## src/core/aks_pkg.sv

```systemverilog
// Constants, field layouts and carrier types for the address key selector.
// Assumes a single 20 MHz processor clock and a synchronous active-high reset.
package aks_pkg;

   // ************************************************************
   // Sizes
   // ************************************************************
   localparam int AKS_KEY_W  = 3;        // Width of one address key
   localparam int AKS_LEVELS = 4;        // Priority levels, one key register each
   localparam int AKS_LVL_W  = 2;        // Width of a level number
   localparam int AKS_ADDR_W = 5;        // Avalon byte address width

   // ************************************************************
   // Level key register layout (bit 0 of the printed numbering is [15])
   // ************************************************************
   localparam int AKS_MERGE_POS = 15;    // Operand-space merge bit
   localparam int AKS_OP1_LSB   = 8;     // First-operand key [10:8]
   localparam int AKS_OP2_LSB   = 4;     // Second-operand key [6:4]
   localparam int AKS_ISK_LSB   = 0;     // Instruction-space key [2:0]
   localparam int AKS_STAT_PROT = 3;     // Sticky protect flag in status word
   localparam int AKS_CTRL_XLAT = 0;     // Translator enable in control word

   // ************************************************************
   // Register byte offsets and reset values
   // ************************************************************
   localparam logic [4:0]  AKS_OFF_LKR0    = 5'h00;   // Level n at 4*n
   localparam logic [4:0]  AKS_OFF_CONSOLE = 5'h10;   // Console storage-address key
   localparam logic [4:0]  AKS_OFF_STOPCMP = 5'h14;   // Stop-compare key
   localparam logic [4:0]  AKS_OFF_STATUS  = 5'h18;   // Last key, protect flag
   localparam logic [4:0]  AKS_OFF_CONTROL = 5'h1C;   // Translator enable
   localparam logic [15:0] AKS_LKR_RST     = 16'h0000;
   localparam logic [2:0]  AKS_KEY_RST     = 3'h0;
   localparam logic [2:0]  AKS_KEY_ZERO    = 3'h0;    // Supervisor key

   // ************************************************************
   // Enumerations
   // ************************************************************
   typedef enum logic [3:0] {
      ACC_IFETCH    = 4'h0,   // Instruction fetch
      ACC_EXT_WORD  = 4'h1,   // Instruction extension word
      ACC_BR_INDIR  = 4'h2,   // Indirect branch target
      ACC_OP1       = 4'h3,   // Operand 1 of storage-to-storage (and its EA)
      ACC_OP2       = 4'h4,   // Any other data access (and its EA)
      ACC_CS_DATA   = 4'h5,   // Cycle-steal data transfer
      ACC_DCB_FETCH = 4'h6,   // Device control block fetch
      ACC_DPC_WRITE = 4'h7,   // Direct program transfer into storage
      ACC_CONSOLE   = 4'h8,   // Console storage access
      ACC_LSB_STORE = 4'h9    // Level status block store
   } aks_acc_t;

   typedef enum logic [2:0] {
      INT_PRIORITY  = 3'h0,
      INT_SVC       = 3'h1,
      INT_MCHECK    = 3'h2,
      INT_PCHECK    = 3'h3,
      INT_SOFT_TRAP = 3'h4,
      INT_TRACE     = 3'h5,
      INT_CONSOLE   = 3'h6,
      INT_POWER     = 3'h7
   } aks_int_t;

   typedef enum logic {
      BUS_IDLE = 1'b0,        // Waiting for a request
      BUS_ACK  = 1'b1         // Answer cycle, waitrequest low
   } aks_bus_t;

   // ************************************************************
   // Carriers
   // ************************************************************
   typedef struct packed {
      logic                 valid;
      aks_acc_t             acc;
      logic                 write;
      logic [AKS_LVL_W-1:0] level;
      logic [AKS_KEY_W-1:0] cs_key;   // Key from the device control block
   } aks_req_t;

   typedef struct packed {
      logic                 valid;
      logic                 write;     // Write still allowed to proceed
      logic [AKS_KEY_W-1:0] key;       // Active key = segmentation stack number
   } aks_out_t;

   typedef struct packed {
      logic                 valid;
      aks_int_t             kind;
      logic [AKS_LVL_W-1:0] level;
   } aks_irq_t;

endpackage : aks_pkg

```

## src/core/aks_selector.sv

```systemverilog
// Address key selector: per-level key registers, active key choice, protect check.
// Assumes requests, instructions and interrupts come from logic on clk_sys,
// and that the translator returns the read-only bit of the selected segment
// register in the same cycle as the request.
`timescale 1ns/1ps

module aks_selector
   import aks_pkg::*;
(
   input  wire logic                  clk_sys,
   input  wire logic                  rst,
   // Avalon-MM slave
   input  wire logic [AKS_ADDR_W-1:0] avs_address,
   input  wire logic                  avs_read,
   input  wire logic                  avs_write,
   input  wire logic [31:0]           avs_writedata,
   input  wire logic [3:0]            avs_byteenable,
   output logic      [31:0]           avs_readdata,
   output logic                       avs_waitrequest,
   // System events
   input  wire logic                  initial_program_load,
   input  wire logic                  supervisor,
   input  wire logic [AKS_LVL_W-1:0]  cur_level,
   input  wire logic                  en_instr,
   input  wire logic                  en_merge,
   input  wire logic                  translator_off_instr,
   input  wire aks_irq_t              irq_in,
   // Access path
   input  wire aks_req_t              req_in,
   input  wire logic                  seg_read_only,
   output aks_out_t                   acc_out,
   output logic                       protect_check,
   output logic      [AKS_KEY_W-1:0]  stop_cmp_key,
   output logic                       stop_cmp_keyed,
   output logic                       xlate_enabled
);

   // ************************************************************
   // State
   // ************************************************************
   typedef struct packed {
      aks_bus_t                        bus_st;      // Bus handshake phase
      logic [AKS_LEVELS-1:0][15:0]     lkr;         // Level key registers
      logic [AKS_KEY_W-1:0]            console_key; // Console storage-address key
      logic [AKS_KEY_W-1:0]            stop_key;    // Stop-compare key
      logic                            xlate_en;    // Translator enabled
      logic [AKS_KEY_W-1:0]            last_key;    // Last processor active key
      logic                            prot_flag;   // Sticky protect indicator
      logic [31:0]                     rdata;       // Registered read data
   } aks_state_t;

   aks_state_t st_reg;    // Registered state
   aks_state_t st_next;   // Next state

   // ************************************************************
   // Field helpers
   // ************************************************************
   function automatic logic [AKS_KEY_W-1:0] f_op1(input logic [15:0] w);
      f_op1 = w[AKS_OP1_LSB +: AKS_KEY_W];
   endfunction : f_op1

   function automatic logic [AKS_KEY_W-1:0] f_op2(input logic [15:0] w);
      f_op2 = w[AKS_OP2_LSB +: AKS_KEY_W];
   endfunction : f_op2

   function automatic logic [AKS_KEY_W-1:0] f_isk(input logic [15:0] w);
      f_isk = w[AKS_ISK_LSB +: AKS_KEY_W];
   endfunction : f_isk

   // Only defined fields are stored; reserved bits read zero
   function automatic logic [15:0] f_pack(input logic m, input logic [2:0] k1,
                                          input logic [2:0] k2, input logic [2:0] ki);
      logic [15:0] w;
      w                            = 16'h0000;
      w[AKS_MERGE_POS]             = m;
      w[AKS_OP1_LSB +: AKS_KEY_W]  = k1;
      w[AKS_OP2_LSB +: AKS_KEY_W]  = k2;
      w[AKS_ISK_LSB +: AKS_KEY_W]  = ki;
      f_pack = w;
   endfunction : f_pack

   // Active key for one access type
   function automatic logic [AKS_KEY_W-1:0] f_sel(input aks_acc_t a, input logic [15:0] w,
                                                  input logic [2:0] csk, input logic [2:0] conk);
      case (a)
         ACC_IFETCH:    f_sel = f_isk(w);
         ACC_EXT_WORD,
         ACC_BR_INDIR:  f_sel = f_isk(w);
         ACC_OP1:       f_sel = w[AKS_MERGE_POS] ? f_op2(w) : f_op1(w);
         ACC_OP2:       f_sel = f_op2(w);
         ACC_DPC_WRITE: f_sel = f_op2(w);
         ACC_CS_DATA:   f_sel = csk;
         ACC_DCB_FETCH: f_sel = AKS_KEY_ZERO;
         ACC_CONSOLE:   f_sel = conk;
         ACC_LSB_STORE: f_sel = AKS_KEY_ZERO;
         default:       f_sel = AKS_KEY_ZERO;
      endcase
   endfunction : f_sel

   // ************************************************************
   // Access path, combinational for zero added latency
   // ************************************************************
   logic [AKS_KEY_W-1:0] act_key;   // Chosen key
   logic                 is_cs;     // Access made by a cycle-steal channel
   logic                 is_proc;   // Access made by the processor

   // Key choice and protect check
   always_comb begin
      act_key = f_sel(req_in.acc, st_reg.lkr[req_in.level], req_in.cs_key,
                      st_reg.console_key);
      is_cs   = (req_in.acc == ACC_CS_DATA) || (req_in.acc == ACC_DCB_FETCH);
      is_proc = !is_cs && (req_in.acc != ACC_CONSOLE);
      // Read-only bit counts only for problem-state processor and console writes
      protect_check = req_in.valid && req_in.write && st_reg.xlate_en && !supervisor
                      && !is_cs && seg_read_only;
      acc_out.valid = req_in.valid;
      acc_out.write = req_in.write && !protect_check;
      acc_out.key   = act_key;
   end

   // Stop-compare key only applies with the translator on
   assign stop_cmp_key   = st_reg.stop_key;
   assign stop_cmp_keyed = st_reg.xlate_en;
   assign xlate_enabled  = st_reg.xlate_en;

   // ************************************************************
   // Bus handshake: one wait cycle, answer in the next
   // ************************************************************
   logic bus_req;   // Any request present
   assign bus_req         = avs_read || avs_write;
   assign avs_waitrequest = bus_req && (st_reg.bus_st == BUS_IDLE);
   assign avs_readdata    = st_reg.rdata;

   // ************************************************************
   // Next state
   // ************************************************************
   logic [15:0]          wmask;     // Byte lanes being written
   logic [15:0]          old_w;     // Interrupted level before interrupt
   logic [AKS_KEY_W-1:0] new_op1;   // First-operand key after interrupt

   always_comb begin
      st_next = st_reg;
      wmask   = {{8{avs_byteenable[1]}}, {8{avs_byteenable[0]}}};
      old_w   = st_reg.lkr[irq_in.level];
      new_op1 = AKS_KEY_ZERO;

      // Last processor key, needed for check interrupts
      if (req_in.valid && is_proc) begin
         st_next.last_key = act_key;
      end

      // Bus phase and register access happen on the taking edge
      case (st_reg.bus_st)
         BUS_IDLE: begin
            if (bus_req) begin
               st_next.bus_st = BUS_ACK;
               st_next.rdata  = 32'h0000_0000;
               // Level key registers: key-register instruction path
               if (avs_address < AKS_OFF_CONSOLE && avs_address[1:0] == 2'h0) begin
                  if (avs_write) begin
                     st_next.lkr[avs_address[3:2]] = f_pack(avs_writedata[AKS_MERGE_POS],
                        f_op1(avs_writedata[15:0]), f_op2(avs_writedata[15:0]),
                        f_isk(avs_writedata[15:0])) & wmask
                        | st_reg.lkr[avs_address[3:2]] & ~wmask;
                  end
                  st_next.rdata = {16'h0000, st_reg.lkr[avs_address[3:2]]};
               end else begin
                  case (avs_address)
                     AKS_OFF_CONSOLE: begin
                        if (avs_write && avs_byteenable[0]) begin
                           st_next.console_key = avs_writedata[AKS_KEY_W-1:0];
                        end
                        st_next.rdata = {29'h0000_0000, st_reg.console_key};
                     end
                     AKS_OFF_STOPCMP: begin
                        if (avs_write && avs_byteenable[0]) begin
                           st_next.stop_key = avs_writedata[AKS_KEY_W-1:0];
                        end
                        st_next.rdata = {29'h0000_0000, st_reg.stop_key};
                     end
                     AKS_OFF_STATUS: begin
                        // Write one clears the flag
                        if (avs_write && avs_byteenable[0] && avs_writedata[AKS_STAT_PROT]) begin
                           st_next.prot_flag = 1'b0;
                        end
                        st_next.rdata = {28'h000_0000, st_reg.prot_flag, st_reg.last_key};
                     end
                     AKS_OFF_CONTROL: begin
                        if (avs_write && avs_byteenable[0]) begin
                           st_next.xlate_en = avs_writedata[AKS_CTRL_XLAT];
                        end
                        st_next.rdata = {31'h0000_0000, st_reg.xlate_en};
                     end
                     // Unmapped: reads zero, writes dropped
                     default: st_next.rdata = 32'h0000_0000;
                  endcase
               end
            end
         end
         BUS_ACK: begin
            st_next.bus_st = BUS_IDLE;
         end
         default: st_next.bus_st = BUS_IDLE;
      endcase

      // Translator enable and disable instructions act on the running level
      if (en_instr) begin
         st_next.xlate_en = 1'b1;
         st_next.lkr[cur_level][AKS_MERGE_POS] = en_merge;
      end else if (translator_off_instr) begin
         st_next.xlate_en = 1'b0;
         st_next.lkr[cur_level][AKS_MERGE_POS] = 1'b0;
      end

      // Set after the clear so a new violation is never lost
      if (protect_check) begin
         st_next.prot_flag = 1'b1;
      end

      // Interrupt overrides bus writes and instructions on its level; program load overrides it
      if (irq_in.valid) begin
         case (irq_in.kind)
            INT_SVC,
            INT_SOFT_TRAP: new_op1 = f_op2(old_w);
            INT_MCHECK,
            INT_PCHECK:    new_op1 = st_reg.last_key;
            INT_TRACE:     new_op1 = f_isk(old_w);
            default:       new_op1 = AKS_KEY_ZERO;
         endcase
         st_next.lkr[irq_in.level] = f_pack(1'b0, new_op1, AKS_KEY_ZERO,
                                            AKS_KEY_ZERO);
      end

      // Program load clears every level and disables translation
      if (initial_program_load) begin
         st_next.lkr      = {AKS_LEVELS{AKS_LKR_RST}};
         st_next.xlate_en = 1'b0;
      end
   end

   // ************************************************************
   // Registers
   // ************************************************************
   // Synchronous reset clears keys like a system reset
   always_ff @(posedge clk_sys) begin
      if (rst) begin
         st_reg.bus_st      <= BUS_IDLE;
         st_reg.lkr         <= {AKS_LEVELS{AKS_LKR_RST}};
         st_reg.console_key <= AKS_KEY_RST;
         st_reg.stop_key    <= AKS_KEY_RST;
         st_reg.xlate_en    <= 1'b0;
         st_reg.last_key    <= AKS_KEY_RST;
         st_reg.prot_flag   <= 1'b0;
         st_reg.rdata       <= 32'h0000_0000;
      end else begin
         st_reg <= st_next;
      end
   end

   logic [15:0]          a_req_w;    // Key word of the requesting level
   logic [AKS_KEY_W-1:0] a_pre_op2;  // Second key before an interrupt
   logic [AKS_KEY_W-1:0] a_pre_isk;  // Instruction key before an interrupt
   assign a_req_w   = st_reg.lkr[req_in.level];
   assign a_pre_op2 = f_op2(st_reg.lkr[irq_in.level]);
   assign a_pre_isk = f_isk(st_reg.lkr[irq_in.level]);
endmodule : aks_selector

```

## config.mk

```make
export PLATFORM = sky130hd
export DESIGN_NAME = aks_selector
export DESIGN_NICKNAME = d
export VERILOG_FILES = /design/src/core/aks_pkg.sv /design/src/core/aks_selector.sv
export SDC_FILE = /design/constraint.sdc
export NUM_CORES = 1
export LEC_CHECK = 0
export BUFFER_PORTS_ARGS = -buffer_cell sky130_fd_sc_hd__buf_2
export CAP_MARGIN = 20
export CORE_UTILIZATION = 24
export DETAILED_ROUTE_END_ITERATION = 8
export GPL_ROUTABILITY_DRIVEN = 0
export PLACE_DENSITY = 0.42
export SETUP_SLACK_MARGIN = 0.02
export SKIP_CTS_REPAIR_TIMING = 1
export SYNTH_ARGS = -nofsm -noshare
export SYNTH_HDL_FRONTEND = slang
export SYNTH_SLANG_ARGS = --single-unit
```

## constraint.sdc

```tcl
create_clock -name clk_sys -period 3.8 [get_ports clk_sys]
set_input_delay 0 -clock clk_sys [delete_from_list [all_inputs] [get_ports clk_sys]]
set_output_delay 0 -clock clk_sys [all_outputs]
set_load 0.02 [all_outputs]
```

Word-level counts from Yosys, hierarchy flattened --
Index checks and enable logic that the tools add are counted.
Word-level totals: flip-flop bits (word level) 108, input bits 70, output and inout bits 44
Operators by class: magnitude comparators 8, equality and inequality tests 22, mux-type cells 44, bitwise operators 8, reductions and logical operators 38
Operators with widths (count):
- $mux W64 | 5
- $bwmux W64 | 3
- $bmux W16 S2 | 3
- $demux W16 S2 | 3
- $mux W16 | 6
- $mux W72 | 1
- $mux W71 | 1
- $mux W33 | 2
- $and A64 B64 Y64 | 1
- $not A64 Y64 | 1
- $and A16 B16 Y16 | 2
- $eq A5 B5 Y1 const B | 4
- $reduce_and A5 Y1 | 4
- $mux W3 | 6
- $eq A4 B3 Y1 const B | 4
- $not A16 Y16 | 1
- $or A16 B16 Y16 | 1
- $pmux W4 S4 | 1
- $logic_and A1 B1 Y1 | 15
- $pmux W3 S5 | 1
- $mux W7 | 2
- $lt A2 B3 Y1 const B | 4
- $pmux W3 S3 | 1
- $reduce_bool A3 Y1 | 3
- other kinds (22) | 45

Logic depth before layout (Yosys ltp) --
Gate-level depths: netlist (run 1).
depth in word-level cells 14, mapped depth 7

Worst setup path before layout (run 1) --
No wires, ideal clock.
kind reg2reg, from register st_reg[107] in the netlist's numbering, to register st_reg[90] in the netlist's numbering, library setup time 0.132 ns, arrival 1.487 ns, required time 3.668 ns, slack 2.181 ns, stages on the path, launching flop included 6, buffers on the path 1, cells stage by stage dfxtp_1 -> or3_4 -> or3_1 -> clkbuf_1 -> o211ai_1 -> a21oi_1
On the way: cells in the longest elaborated chain, start to end 6
Ends and longest elaborated chain:
- start, declared | line aks_selector.sv:52 | aks_state_t st_reg;
- start signal, assigned | line aks_selector.sv:256 | st_reg <= st_next;
- $mux W71 * | line aks_selector.sv:153 | case (st_reg.bus_st)
- $and A64 B64 Y64 (no line)
- $mux W64 | line aks_selector.sv:210 | end else if (translator_off_instr) begin
- $mux W64 * | line aks_selector.sv:207 | if (en_instr) begin
- $bwmux W64 | line aks_selector.sv:230 | st_next.lkr[irq_in.level] = f_pack(1'b0, new_op1, AKS_KEY_ZERO,
- $mux W64 * | line aks_selector.sv:221 | if (irq_in.valid) begin
Every way passes the cells marked *; elsewhere a longest branch is shown, timed or not. The select of a mux whose other input is x is not followed. A chain may end at the register's enable or synchronous reset.

Final worst setup path (run 1) --
from register st_reg[107] in the netlist's numbering, to register st_reg[100] in the netlist's numbering
The elaborated chain is that of the path after synthesis.

==> results of run 1 <==
==> stage by stage <==
stage,util,instances
after floorplan,-,576
after global placement,0.2593,849
after detailed placement,0.2593,849
after CTS,0.2733,865
after global routing,0.2757,870
final,0.2757,870
==> kinds of logic (layout without fill, tap and decap cells) <==
logic type      Yosys count  after routing  share of synthesized area
other cells               1             16                  0.0007236
xor+xnor                  1              1                   0.001690
simple gates            202            202                     0.1820
flops                    92             92                     0.3554
compound gates          122            122                     0.1608
buf+inv                  88            107                     0.1079
mux                      55             55                     0.1915
==> placed cells by master (no fill, tap or decap), drive strengths merged, types with 2 or more instances in the layout <==
master       count
o32ai           12
inv             11
nand4            3
and2             2
nor3             7
o31ai            6
or2              2
a32oi            3
o221ai           2
a31oi            2
mux4            33
dfxtp           92
conb            16
clkinv           3
a22oi           15
a311oi           3
nand2b           4
and3b            2
nor2            72
clkbuf          12
nor3b            4
mux2             8
a21oi           36
o21ai            6
buf             75
a211oi          25
nand3            7
or3              6
nand2           72
dlygate4sd3      5
nor2b           12
and3             3
mux2i           14
nand3b           2
o211ai          10
==> worst register-to-register path, stage by stage (launching register included) <==
cell and delay [ns]:
dfxtp_1 0.32, or3_4 0.50, nor3_4 0.99, nor2_1 0.08, o32ai_1 0.26
==> worst min path at each step <==
stage | startpoint | to | slack [ns] | cells after the start
after floorplan | req_in[10] | acc_out[4] | 0.11 | 1
after global placement | req_in[10] | acc_out[4] | 0.30 | 2
after detailed placement | req_in[10] | acc_out[4] | 0.30 | 2
after CTS | en_merge | st_reg[74] | -0.05 | 3
after global routing | cur_level[0] | st_reg[106] | 0.005 | 3
final | avs_writedata[1] | st_reg[41] | -0.02 | 3
==> synth_stat cells (7+ instances only) <==
cell and number:
mux2_2 7, o211ai_1 10, nor2_1 72, buf_2 12
a211oi_1 25, clkbuf_1 12, mux4_2 29, dfxtp_1 92
o32ai_1 12, nand3_1 7, a21oi_1 36, a22oi_1 15
mux2i_1 14, nand2_1 72, buf_4 45, inv_1 11
nor2b_1 12
==> per-layer routing <==
metal  wire length (µm)  global-route usage  vias to the layer above  share of wire
li1                   -                   -                     2049              -
met3                915             0.02049                       20          0.054
met1               7991              0.2208                     2183           0.47
met2               7805              0.2398                      155           0.46
met4                380             0.06888                        0          0.022
met5                  0                   0                        -              0
==> cell type report <==
cell class / instances / area [µm²]
clock buffer: 12 / 246.5
tap: 275 / 344.1
multi-input combinational: 396 / 2863
sequential: 92 / 1842
inverter: 11 / 41.29
timing repair buffer: 80 / 427.9
fill: 2244 / 15270
clock inverter: 4 / 48.80
==> power breakdown <==
group	internal, mW	switching, mW	leakage, nW	total, mW
clock	0.528	0.389	0.147	0.917
combinational	0.0695	0.152	1.16	0.221
sequential	0.970	0.00621	0.742	0.976
==> metrics.md, run 1 <==
| Metric | Value |
|---|---|
| GRT Total Usage | `0.1572` |
| Post-route antenna net violation count | `0` |
| P_leak | `2.047 nW` |
| Crit-path leading delay family | `simple AND/OR/NAND/NOR gates` |
| RSZ-0062 raised after global routing | `false` |
| Avg Cell Area, Syn | `9.238 µm²` |
| Reg clk slew, reported paths | `0.07 ns` |
| Clock tree root buffer cell | `clkbuf_16` |
| Startpoint Class | `flip-flop` |
| ANT cells | `0` |
| Critical path type | `reg -> reg` |
| CP max-delay cell | `nor3_4` |
| Max reg flops | `72` |
| Post-detail-place hpwl | `11.83 mm` |
| Slew Limit Fails | `0` |
| Share of the synthesized area in the top cell type | `0.3554` |
| Final WS setup | `1.551 ns` |
| FF-to-FF setup slack | `1.55 ns` |
| Sink Count | `92` |
| Vias | `4,407` |
| Setup Total Neg Slack | `0 ns` |
| Antenna violations before repair | `0` |
| TritonCTS clock tree | `done` |
| Crit path time final | `2.249 ns` |
| Synth top area cells | `dfxtp_1, mux4_2, buf_4` |
| Core area | `0.02109 mm²` |
| Final Instance Area | `0.005813 mm²` |
| Final hold violations | `3` |
| Final setup violating endpoints | `0` |
| Tightest Hold Check Type | `in -> reg` |
| Critical path arrival | `2.50 ns` |
| WL final | `17.09 mm` |
| Crit path capture type | `flip-flop` |
| Total Power | `2.114 mW` |
| Die width | `148.9 µm` |
| Crit path largest cell delay | `0.98 ns` |
| R2R depth | `4` |
| Worst slew margin | `0.2184` |
| Clock skew | `0.01045 ns` |
| EDFF count, synth | `0` |
| Vias in the first global route | `4,165` |
| Largest net degree at the start of global routing | `29` |
| Area Overhead vs Synth | `12.17%` |
| Row cnt | `53` |
| Post-synthesis cell count | `561` |
| Area leader, netlist | `dfxtp_1` |
| Worst setup path endpoint | `st_reg[100]` |
| Clk_lat worst skew | `0.35 ns` |
| Ys Warns | `0` |
| Initial drt markers | `288` |
| WP buf/inv | `0` |
| Final nets | `660` |
| Fmax achieved | `444.6 MHz` |
| Post-synth top flop | `dfxtp_1` |
| CTS max path bufs | `2` |
| Die Y | `148.9 µm` |
| Share of layout cells above drive strength 1 | `0.2269` |
| IO buf count | `74` |
| Post-place instance area | `0.005468 mm²` |
| Starting density of the core | `0.2458` |
| Failing checks | `hold timing` |
| Grt total ovfl | `0` |
| Drt pass-1 iters | `5` |
| Status | `finished, violations left` |
| Post-synthesis sequential area ratio | `0.3554` |
| Vias per inst | `5.066` |
| First-pass GRT wire length | `25.66 mm` |
| Cell count along the critical path | `4` |
| Max IR drop VDD | `0.2033 mV` |
| Die area | `0.02218 mm²` |
| Yosys cell types | `50` |
| Worst path cell trace | `or3_4 -> nor3_4 -> nor2_1 -> o32ai_1` |
| Detail-routed net length per standard cell | `19.65 µm` |
| Power per cell area | `363.7 mW/mm²` |
| Synth Register Bits | `92` |
| Num CTS Buffers | `9` |
| Worst-Margin Slew | `1.169 ns` |
| Mapped Area | `0.005182 mm²` |
| Period utilization | `0.5919` |
| R2R Path Start | `st_reg[107]` |
| Max-cap violations | `0` |
| Critical path peak fanout | `21` |
| Drt drc | `0` |
| Ports | `114` |
| Worst hold margin | `-0.01630 ns` |
| Reg-to-Reg End | `st_reg[100]` |
| H-tree depth | `3` |
| Post-Place Worst Slack | `1.334 ns` |
| Worst setup startpoint | `st_reg[107]` |
| Worst Path Required | `4.05 ns` |
| Async set or reset register ratio after synthesis | `0` |
Power figures use the tool's default switching activity.
==> run 2: changes to the inputs <==
==> constraint.sdc (replaced) <==
create_clock -name clk_sys -period 2.26 [get_ports clk_sys]
set_input_delay 0 -clock clk_sys [delete_from_list [all_inputs] [get_ports clk_sys]]
set_output_delay 0 -clock clk_sys [all_outputs]
set_load 0.02 [all_outputs]
==> run 2 against run 1 <==
  * The flow still finishes with violations (hold timing)
  * Combinational power up 75%
  * Count of clock-buffer cells in the layout down 2
  * Largest power group unchanged
  * Critical path type unchanged
  * Wire length up 0.96%
  * Global-route usage up 0.21 points
  * Critical path depth unchanged
  * Flip-flop and latch count unchanged
  * Via count up 0.73%
  * Critical endpoint is now st_reg[74]
  * Clock skew down 0.0023 ns
  * Largest cell class unchanged
  * Sequential share of layout area down 0.74 points
  * Setup slack worse by 1.2 ns
  * Die area unchanged
  * Total power up 71%
==> metrics.md, run 2 (same netlist as run 1, synthesis figures left out) <==
| Metric | Value |
|---|---|
| Sink Count | `92 (unchanged)` |
| Vias per inst | `5.005 (was 5.066)` |
| Ports | `114 (unchanged)` |
| Max IR drop VDD | `0.3761 mV (was 0.2033 mV)` |
| Row cnt | `53 (unchanged)` |
| Detail-routed net length per standard cell | `19.45 µm (was 19.65 µm)` |
| Die area | `0.02218 mm² (unchanged)` |
| Power per cell area | `607.5 mW/mm² (was 363.7 mW/mm²)` |
| Fmax achieved | `518.2 MHz (was 444.6 MHz)` |
| Post-route antenna net violation count | `0 (unchanged)` |
| Clk pwr share | `0.439 (was 0.433)` |
| Fillcell total | `2,241 (was 2,244)` |
| WL final | `17.26 mm (was 17.09 mm)` |
| P_leak | `2.108 nW (was 2.047 nW)` |
| Initial drt markers | `300 (was 288)` |
| Max reg flops | `72 (unchanged)` |
| Setup Total Neg Slack | `0 ns (unchanged)` |
| Failing checks | `hold timing (unchanged)` |
| Worst Path Required | `2.48 ns (was 4.05 ns)` |
| Net Sw Frac | `0.2648 (was 0.2587)` |
| ANT cells | `0 (unchanged)` |
| Hold endpoint | `st_reg[32] (was st_reg[41])` |
| Reg-to-Reg End | `st_reg[74] (was st_reg[100])` |
| Drt pass-1 iters | `5 (unchanged)` |
| Hold path depth | `3 (unchanged)` |
| Worst-Margin Slew | `0.5560 ns (was 1.169 ns)` |
| Int Power | `2.659 mW (was 1.567 mW)` |
| Logic pwr share | `0.107 (was 0.105)` |
| FF-to-FF setup slack | `0.33 ns (was 1.55 ns)` |
| Critical path type | `reg -> reg (unchanged)` |
| Vias in the first global route | `4,211 (was 4,165)` |
| Commonest non-fill, non-tap cell in the layout | `dfxtp_1 (unchanged)` |
| Die Y | `148.9 µm (unchanged)` |
| Post-Place Worst Slack | `0.3555 ns (was 1.334 ns)` |
| Core area | `0.02109 mm² (unchanged)` |
| Multi-input logic area | `0.002838 mm² (was 0.002863 mm²)` |
| First-pass GRT wire length | `25.93 mm (was 25.66 mm)` |
| Final WS setup | `0.3302 ns (was 1.551 ns)` |
| Crit path largest cell delay | `0.66 ns (was 0.98 ns)` |
| Grt total ovfl | `0 (unchanged)` |
| Critical path peak fanout | `14 (was 21)` |
| Flip-flop and latch area | `0.001842 mm² (unchanged)` |
| Reg clk slew, reported paths | `0.07 ns (about the same)` |
| Period utilization | `0.8539 (was 0.5919)` |
| Final hold violations | `6 (was 3)` |
| Final setup violating endpoints | `0 (unchanged)` |
| Worst path cell trace | `or3_4 -> or3_1 -> o211ai_1 -> a21oi_1 (was or3_4 -> nor3_4 -> nor2_1 -> o32ai_1)` |
| Final nets | `677 (was 660)` |
| CTS max path bufs | `2 (unchanged)` |
| Total Power | `3.616 mW (was 2.114 mW)` |
| Num CTS Buffers | `9 (unchanged)` |
| R2R Path Start | `st_reg[107] (unchanged)` |
| H-tree depth | `3 (unchanged)` |
| GRT Total Usage | `0.1593 (was 0.1572)` |
| Area Overhead vs Synth | `14.85% (was 12.17%)` |
| Die width | `148.9 µm (unchanged)` |
| Worst hold margin | `-0.01131 ns (was -0.01630 ns)` |
| CP max-delay cell | `or3_1 (was nor3_4)` |
| Status | `finished, violations left (unchanged)` |
| Slew Limit Fails | `0 (unchanged)` |
| Worst slew margin | `0.6293 (was 0.2184)` |
| Crit path capture type | `flip-flop (unchanged)` |
| Final Non-Filler Cells | `887 (was 870)` |
| Commonest non-fill, non-tap cells in the layout | `dfxtp_1, buf_2, nor2_1, nand2_1, a21oi_1 (unchanged)` |
| Post-detail-place hpwl | `12.25 mm (was 11.83 mm)` |
| IO buf count | `74 (unchanged)` |
| RSZ-0062 raised after global routing | `false (unchanged)` |
| Flop pwr share | `0.454 (was 0.462)` |
| P_sw | `0.9574 mW (was 0.5470 mW)` |
| Largest net degree at the start of global routing | `28 (was 29)` |
| Startpoint Class | `flip-flop (unchanged)` |
| TritonCTS clock tree | `done (unchanged)` |
| Crit path time final | `1.930 ns (was 2.249 ns)` |
| Hold path startpoint | `seg_read_only (was avs_writedata[1])` |
| Share of layout cells above drive strength 1 | `0.2533 (was 0.2269)` |
| Clock skew | `0.008111 ns (was 0.01045 ns)` |
| Clk_lat worst skew | `0.35 ns (about the same)` |
| Antenna violations before repair | `1 (was 0)` |
| Drt drc | `0 (unchanged)` |
| Starting density of the core | `0.2458 (unchanged)` |
| R2R depth | `4 (unchanged)` |
| Critical path arrival | `2.15 ns (was 2.50 ns)` |
| Tightest Hold Check Type | `in -> reg (unchanged)` |
| Max-cap violations | `0 (unchanged)` |
| Vias | `4,439 (was 4,407)` |
| Clock tree root buffer cell | `clkbuf_16 (unchanged)` |
| Inst Count DP | `867 (was 849)` |
-- run 2: power by group through the flow --
| stage | Sequential, mW | Clock [mW] | Combinational, mW |
|---|---|---|---|
| finish | 1.64 | 1.59 | 0.387 |
| global route | 1.64 | 1.68 | 0.419 |
| CTS | 1.64 | 1.61 | 0.385 |
| detailed placement | 1.68 | 0 | 0.384 |
| global placement | 1.68 | 0 | 0.380 |
| floorplan | 1.67 | 0 | 0.267 |
-- run 2: worst max path at each step --
| stage | startpoint | endpoint | slack [ns] |
|---|---|---|---|
| 6_report | st_reg[107] | st_reg[74] | 0.33 |
| 5_1_grt | st_reg[107] | st_reg[74] | 0.23 |
| 4_1_cts | st_reg[107] | st_reg[58] | 0.34 |
| 3_5_place_dp | st_reg[107] | st_reg[58] | 0.36 |
| 3_3_place_gp | st_reg[107] | st_reg[74] | 0.35 |
| 2_1_floorplan | st_reg[107] | st_reg[90] | 0.64 |
-- run 2: worst max-delay path: cells and delay by family, from the launching register on --
| family | cells | cell delay (ns) |
|---|---|---|
| flops | 1 | 0.32 |
| compound gates | 2 | 0.35 |
| simple gates | 2 | 1.14 |
-- run 2: layer usage --
layer	GRT usage	vias up	routed length, µm
li1	-	2088	-
met5	0	-	17
met1	0.2207	2158	7715
met2	0.2556	170	8193
met4	0.05255	2	227
met3	0.01927	21	1102
-- run 2: area by class of cell --
class                           count  area share
Timing Repair Buffer               97     0.09712
Clock inverter                      6     0.01177
Sequential cell                    92      0.3094
Inverter                           11    0.006937
Clock buffer                       10     0.04015
Tap cell                          275     0.05781
Multi-Input combinational cell    396      0.4768
-- run 2: through the flow --
step | util | cell area (µm²) | hold WS [ns]
floorplan | - | 5239 | 0.1126
global placement | 0.2657 | 5603 | 0.2989
detailed placement | 0.2657 | 5603 | 0.2999
CTS | 0.2803 | 5912 | -0.04717
global route | 0.2822 | 5952 | 0.0008293
finish | 0.2822 | 5952 | -0.01131
==> run 3: changes to the inputs <==
--- a/config.mk
+++ b/config.mk
@@ -5,12 +5,15 @@
 export SDC_FILE = /design/constraint.sdc
 export NUM_CORES = 1
 export LEC_CHECK = 0
+export ABC_AREA = 1
 export BUFFER_PORTS_ARGS = -buffer_cell sky130_fd_sc_hd__buf_2
 export CAP_MARGIN = 20
+export CORE_ASPECT_RATIO = 0.5
 export CORE_UTILIZATION = 24
+export CTS_BUF_LIST = sky130_fd_sc_hd__clkbuf_8 sky130_fd_sc_hd__clkbuf_16
 export DETAILED_ROUTE_END_ITERATION = 8
 export GPL_ROUTABILITY_DRIVEN = 0
-export PLACE_DENSITY = 0.42
+export PLACE_DENSITY = 0.41
 export SETUP_SLACK_MARGIN = 0.02
 export SKIP_CTS_REPAIR_TIMING = 1
 export SYNTH_ARGS = -nofsm -noshare
==> run 3 against run 2 <==
  * The flow still finishes with violations (hold timing)
  * Critical path depth rose by 4
  * Global-route usage rose by 1.7 points
  * Cell area rose by 7.2%
  * Die area rose by 7.3%
  * Fmax rose by 11%
==> metrics.md, run 3 <==
| Metric | Value |
|---|---|
| Logic pwr share | `0.127 (was 0.107)` |
| Worst hold margin | `-0.03390 ns (was -0.01131 ns)` |
| Critical path arrival | `2.03 ns (was 2.15 ns)` |
| Post-synthesis cell count | `871 (was 561)` |
| Period utilization | `0.7668 (was 0.8539)` |
| Clk pwr share | `0.426 (was 0.439)` |
| Top-count cell post-synth | `nand2_1 (was dfxtp_1)` |
| Core Util, Final | `0.2874 (was 0.2822)` |
| Share of layout cells above drive strength 1 | `0.1597 (was 0.2533)` |
| WL final | `20.29 mm (was 17.26 mm)` |
| CTS max path bufs | `2 (unchanged)` |
| Clk_lat worst skew | `0.35 ns (about the same)` |
| Crit-path leading delay family | `buffers and inverters (was simple AND/OR/NAND/NOR gates)` |
| Yosys cell types | `39 (was 50)` |
| Initial drt markers | `356 (was 300)` |
| IO buf count | `74 (unchanged)` |
| Row cnt | `38 (was 53)` |
| Synth Register Bits | `92 (unchanged)` |
| Post-route antenna net violation count | `0 (unchanged)` |
| Synth top area cells | `dfxtp_1, nand2_1, a21oi_1 (was dfxtp_1, mux4_2, buf_4)` |
| Ports | `114 (unchanged)` |
| Ys Warns | `0 (unchanged)` |
| Area Overhead vs Synth | `14.79% (was 14.85%)` |
| P_leak | `2.907 nW (was 2.108 nW)` |
| Net Sw Frac | `0.2867 (was 0.2648)` |
| FF-to-FF setup slack | `0.53 ns (was 0.33 ns)` |
| Max IR drop VDD | `0.3756 mV (was 0.3761 mV)` |
| RSZ-0062 raised after global routing | `false (unchanged)` |
| Status | `finished, violations left (unchanged)` |
| H-tree depth | `3 (unchanged)` |
| ANT cells | `0 (unchanged)` |
| Post-detail-place hpwl | `15.18 mm (was 12.25 mm)` |
| Cell mode on critical path | `inv_1` |
| Worst slew margin | `0.5887 (was 0.6293)` |
| Int Power | `2.639 mW (was 2.659 mW)` |
| Largest net degree at the start of global routing | `27 (was 28)` |
| Commonest non-fill, non-tap cells in the layout | `nand2_1, dfxtp_1, nor2_1 (was dfxtp_1, buf_2, nor2_1, nand2_1, a21oi_1)` |
| Setup Total Neg Slack | `0 ns (unchanged)` |
| Worst-Margin Slew | `0.6123 ns (was 0.5560 ns)` |
| Num CTS Buffers | `9 (unchanged)` |
| Startpoint Class | `flip-flop (unchanged)` |
| Vias in the first global route | `5,229 (was 4,211)` |
| TritonCTS clock tree | `done (unchanged)` |
| Crit path time final | `1.733 ns (was 1.930 ns)` |
| Drt drc | `0 (unchanged)` |
| Async set or reset register ratio after synthesis | `0 (unchanged)` |
| Max reg flops | `72 (unchanged)` |
| Avg Cell Area, Syn | `6.382 µm² (was 9.238 µm²)` |
| CP max-delay cell | `dlygate4sd3_1 (was or3_1)` |
| EDFF count, synth | `0 (unchanged)` |
| Worst path cell trace | `inv_1 -> nand3_1 -> inv_1 -> nand2_1 -> a21oi_1 -> o21ai_0 -> a21boi_1 -> dlygate4sd3_1 (was or3_4 -> or3_1 -> o211ai_1 -> a21oi_1)` |
| Max-cap violations | `0 (unchanged)` |
| Synth top cells by count | `nand2_1, dfxtp_1, nor2_1, a21oi_1, o21ai_0 (was dfxtp_1, nand2_1, nor2_1, buf_4, a21oi_1)` |
| Final WS setup | `0.5271 ns (was 0.3302 ns)` |
| Slew Limit Fails | `0 (unchanged)` |
| Share of the synthesized area in the top cell type | `0.3313 (was 0.3554)` |
| Sink Count | `92 (unchanged)` |
| Power per cell area | `579.7 mW/mm² (was 607.5 mW/mm²)` |
| Cell count along the critical path | `8 (was 4)` |
| Flop pwr share | `0.446 (was 0.454)` |
| Post-synth top flop | `dfxtp_1 (unchanged)` |
| Commonest non-fill, non-tap cell in the layout | `nand2_1 (was dfxtp_1)` |
| Die width | `217.2 µm (was 148.9 µm)` |
| Post-Place Worst Slack | `0.5458 ns (was 0.3555 ns)` |
| GRT Total Usage | `0.1759 (was 0.1593)` |
| First-pass GRT wire length | `31.01 mm (was 25.93 mm)` |
| Drt pass-1 iters | `5 (unchanged)` |
| Detail-routed net length per standard cell | `16.53 µm (was 19.45 µm)` |
| Tightest Hold Check Type | `in -> reg (unchanged)` |
| Critical path type | `reg -> reg (unchanged)` |
| Vias per inst | `4.571 (was 5.005)` |
| Post-synthesis sequential area ratio | `0.3313 (was 0.3554)` |
| Crit path largest cell delay | `0.55 ns (was 0.66 ns)` |
| Area leader, netlist | `dfxtp_1 (unchanged)` |
| Clock skew | `0.007013 ns (was 0.008111 ns)` |
| Total Power | `3.699 mW (was 3.616 mW)` |
| Core area | `0.02220 mm² (was 0.02109 mm²)` |
| Vias | `5,609 (was 4,439)` |
| Final setup violating endpoints | `0 (unchanged)` |
| Die Y | `109.6 µm (was 148.9 µm)` |
| Clock tree root buffer cell | `clkbuf_16 (unchanged)` |
| Starting density of the core | `0.2504 (was 0.2458)` |
| Worst setup startpoint | `st_reg[107] (unchanged)` |
| Die area | `0.02381 mm² (was 0.02218 mm²)` |
| Grt total ovfl | `0 (unchanged)` |
| R2R Path Start | `st_reg[107] (unchanged)` |
| Reg-to-Reg End | `stop_cmp_keyed (was st_reg[74])` |
| Final hold violations | `7 (was 6)` |
| Failing checks | `hold timing (unchanged)` |
| Worst setup path endpoint | `stop_cmp_keyed (was st_reg[74])` |
| R2R depth | `8 (was 4)` |
| Worst Path Required | `2.55 ns (was 2.48 ns)` |
| Crit path capture type | `flip-flop (unchanged)` |
| Critical path peak fanout | `3 (was 14)` |
| Mapped Area | `0.005559 mm² (was 0.005182 mm²)` |
| Reg clk slew, reported paths | `0.07 ns (about the same)` |
| Antenna violations before repair | `0 (was 1)` |
| P_sw | `1.061 mW (was 0.9574 mW)` |
| Fmax achieved | `577.1 MHz (was 518.2 MHz)` |
| Final nets | `992 (was 677)` |
| WP buf/inv | `3 (was 0)` |
==> run 3: worst min-delay path by stage <==
stage | from | endpoint | slack (ns) | depth (start not counted)
detailed placement | req_in[10] | acc_out[4] | 0.26 | 2
CTS | en_instr | stop_cmp_keyed | -0.1 | 3
floorplan | req_in[10] | acc_out[4] | 0.11 | 1
finish | cur_level[1] | st_reg[90] | -0.03 | 3
global route | cur_level[1] | st_reg[90] | 0.005 | 3
global placement | req_in[10] | acc_out[4] | 0.26 | 2
==> run 3: metrics by stage <==
step           cells  cell area (µm²)
6_report        1227             6381
5_1_grt         1227             6381
4_1_cts         1219             6301
3_5_place_dp    1203             6000
3_3_place_gp    1203             6000
2_1_floorplan    886             5615
==> run 3: final cells by class <==
type,instances,area [µm²]
repair buffers,100,585.6
multi-input cells,647,3004
inverters,72,272.8
well taps,300,375.4
fillers,2499,15820
clock buffers,9,225.2
flip-flops and latches,92,1842
clock inverters,7,76.32
==> run 3: power by group through the flow <==
stage	clock network, mW	registers, mW	logic (mW)
6_report	1.58	1.65	0.471
5_1_grt	1.68	1.65	0.522
4_1_cts	1.63	1.65	0.462
3_5_place_dp	0	1.69	0.461
3_3_place_gp	0	1.69	0.460
2_1_floorplan	0	1.68	0.310
==> run 3: logic make-up (layout without fill, tap and decap cells) <==
kind of cell	after synthesis	in the layout	synth area share
other	1	16	0.0006746
AOI/OAI and AO/OA	179	179	0.1684
and+or+nand+nor	449	449	0.3491
buffers and inverters	147	188	0.1384
muxes	3	3	0.01215
DFF	92	92	0.3313
==> run 3: metal layers <==
layer	vias up	global-route usage	routed length, µm
met2	144	0.2688	8471
met3	15	0.02462	909
li1	2853	-	-
met4	0	0.04628	240
met5	-	0	0
met1	2597	0.2569	10670
==> run 3: worst reg2reg max path, cell delays in order (launching register included) <==
cell and delay, ns:
dfxtp_1 0.30, inv_1 0.07, nand3_1 0.19, inv_1 0.13, nand2_1 0.10, a21oi_1 0.12, o21ai_0 0.09, a21boi_1 0.12
dlygate4sd3_1 0.55
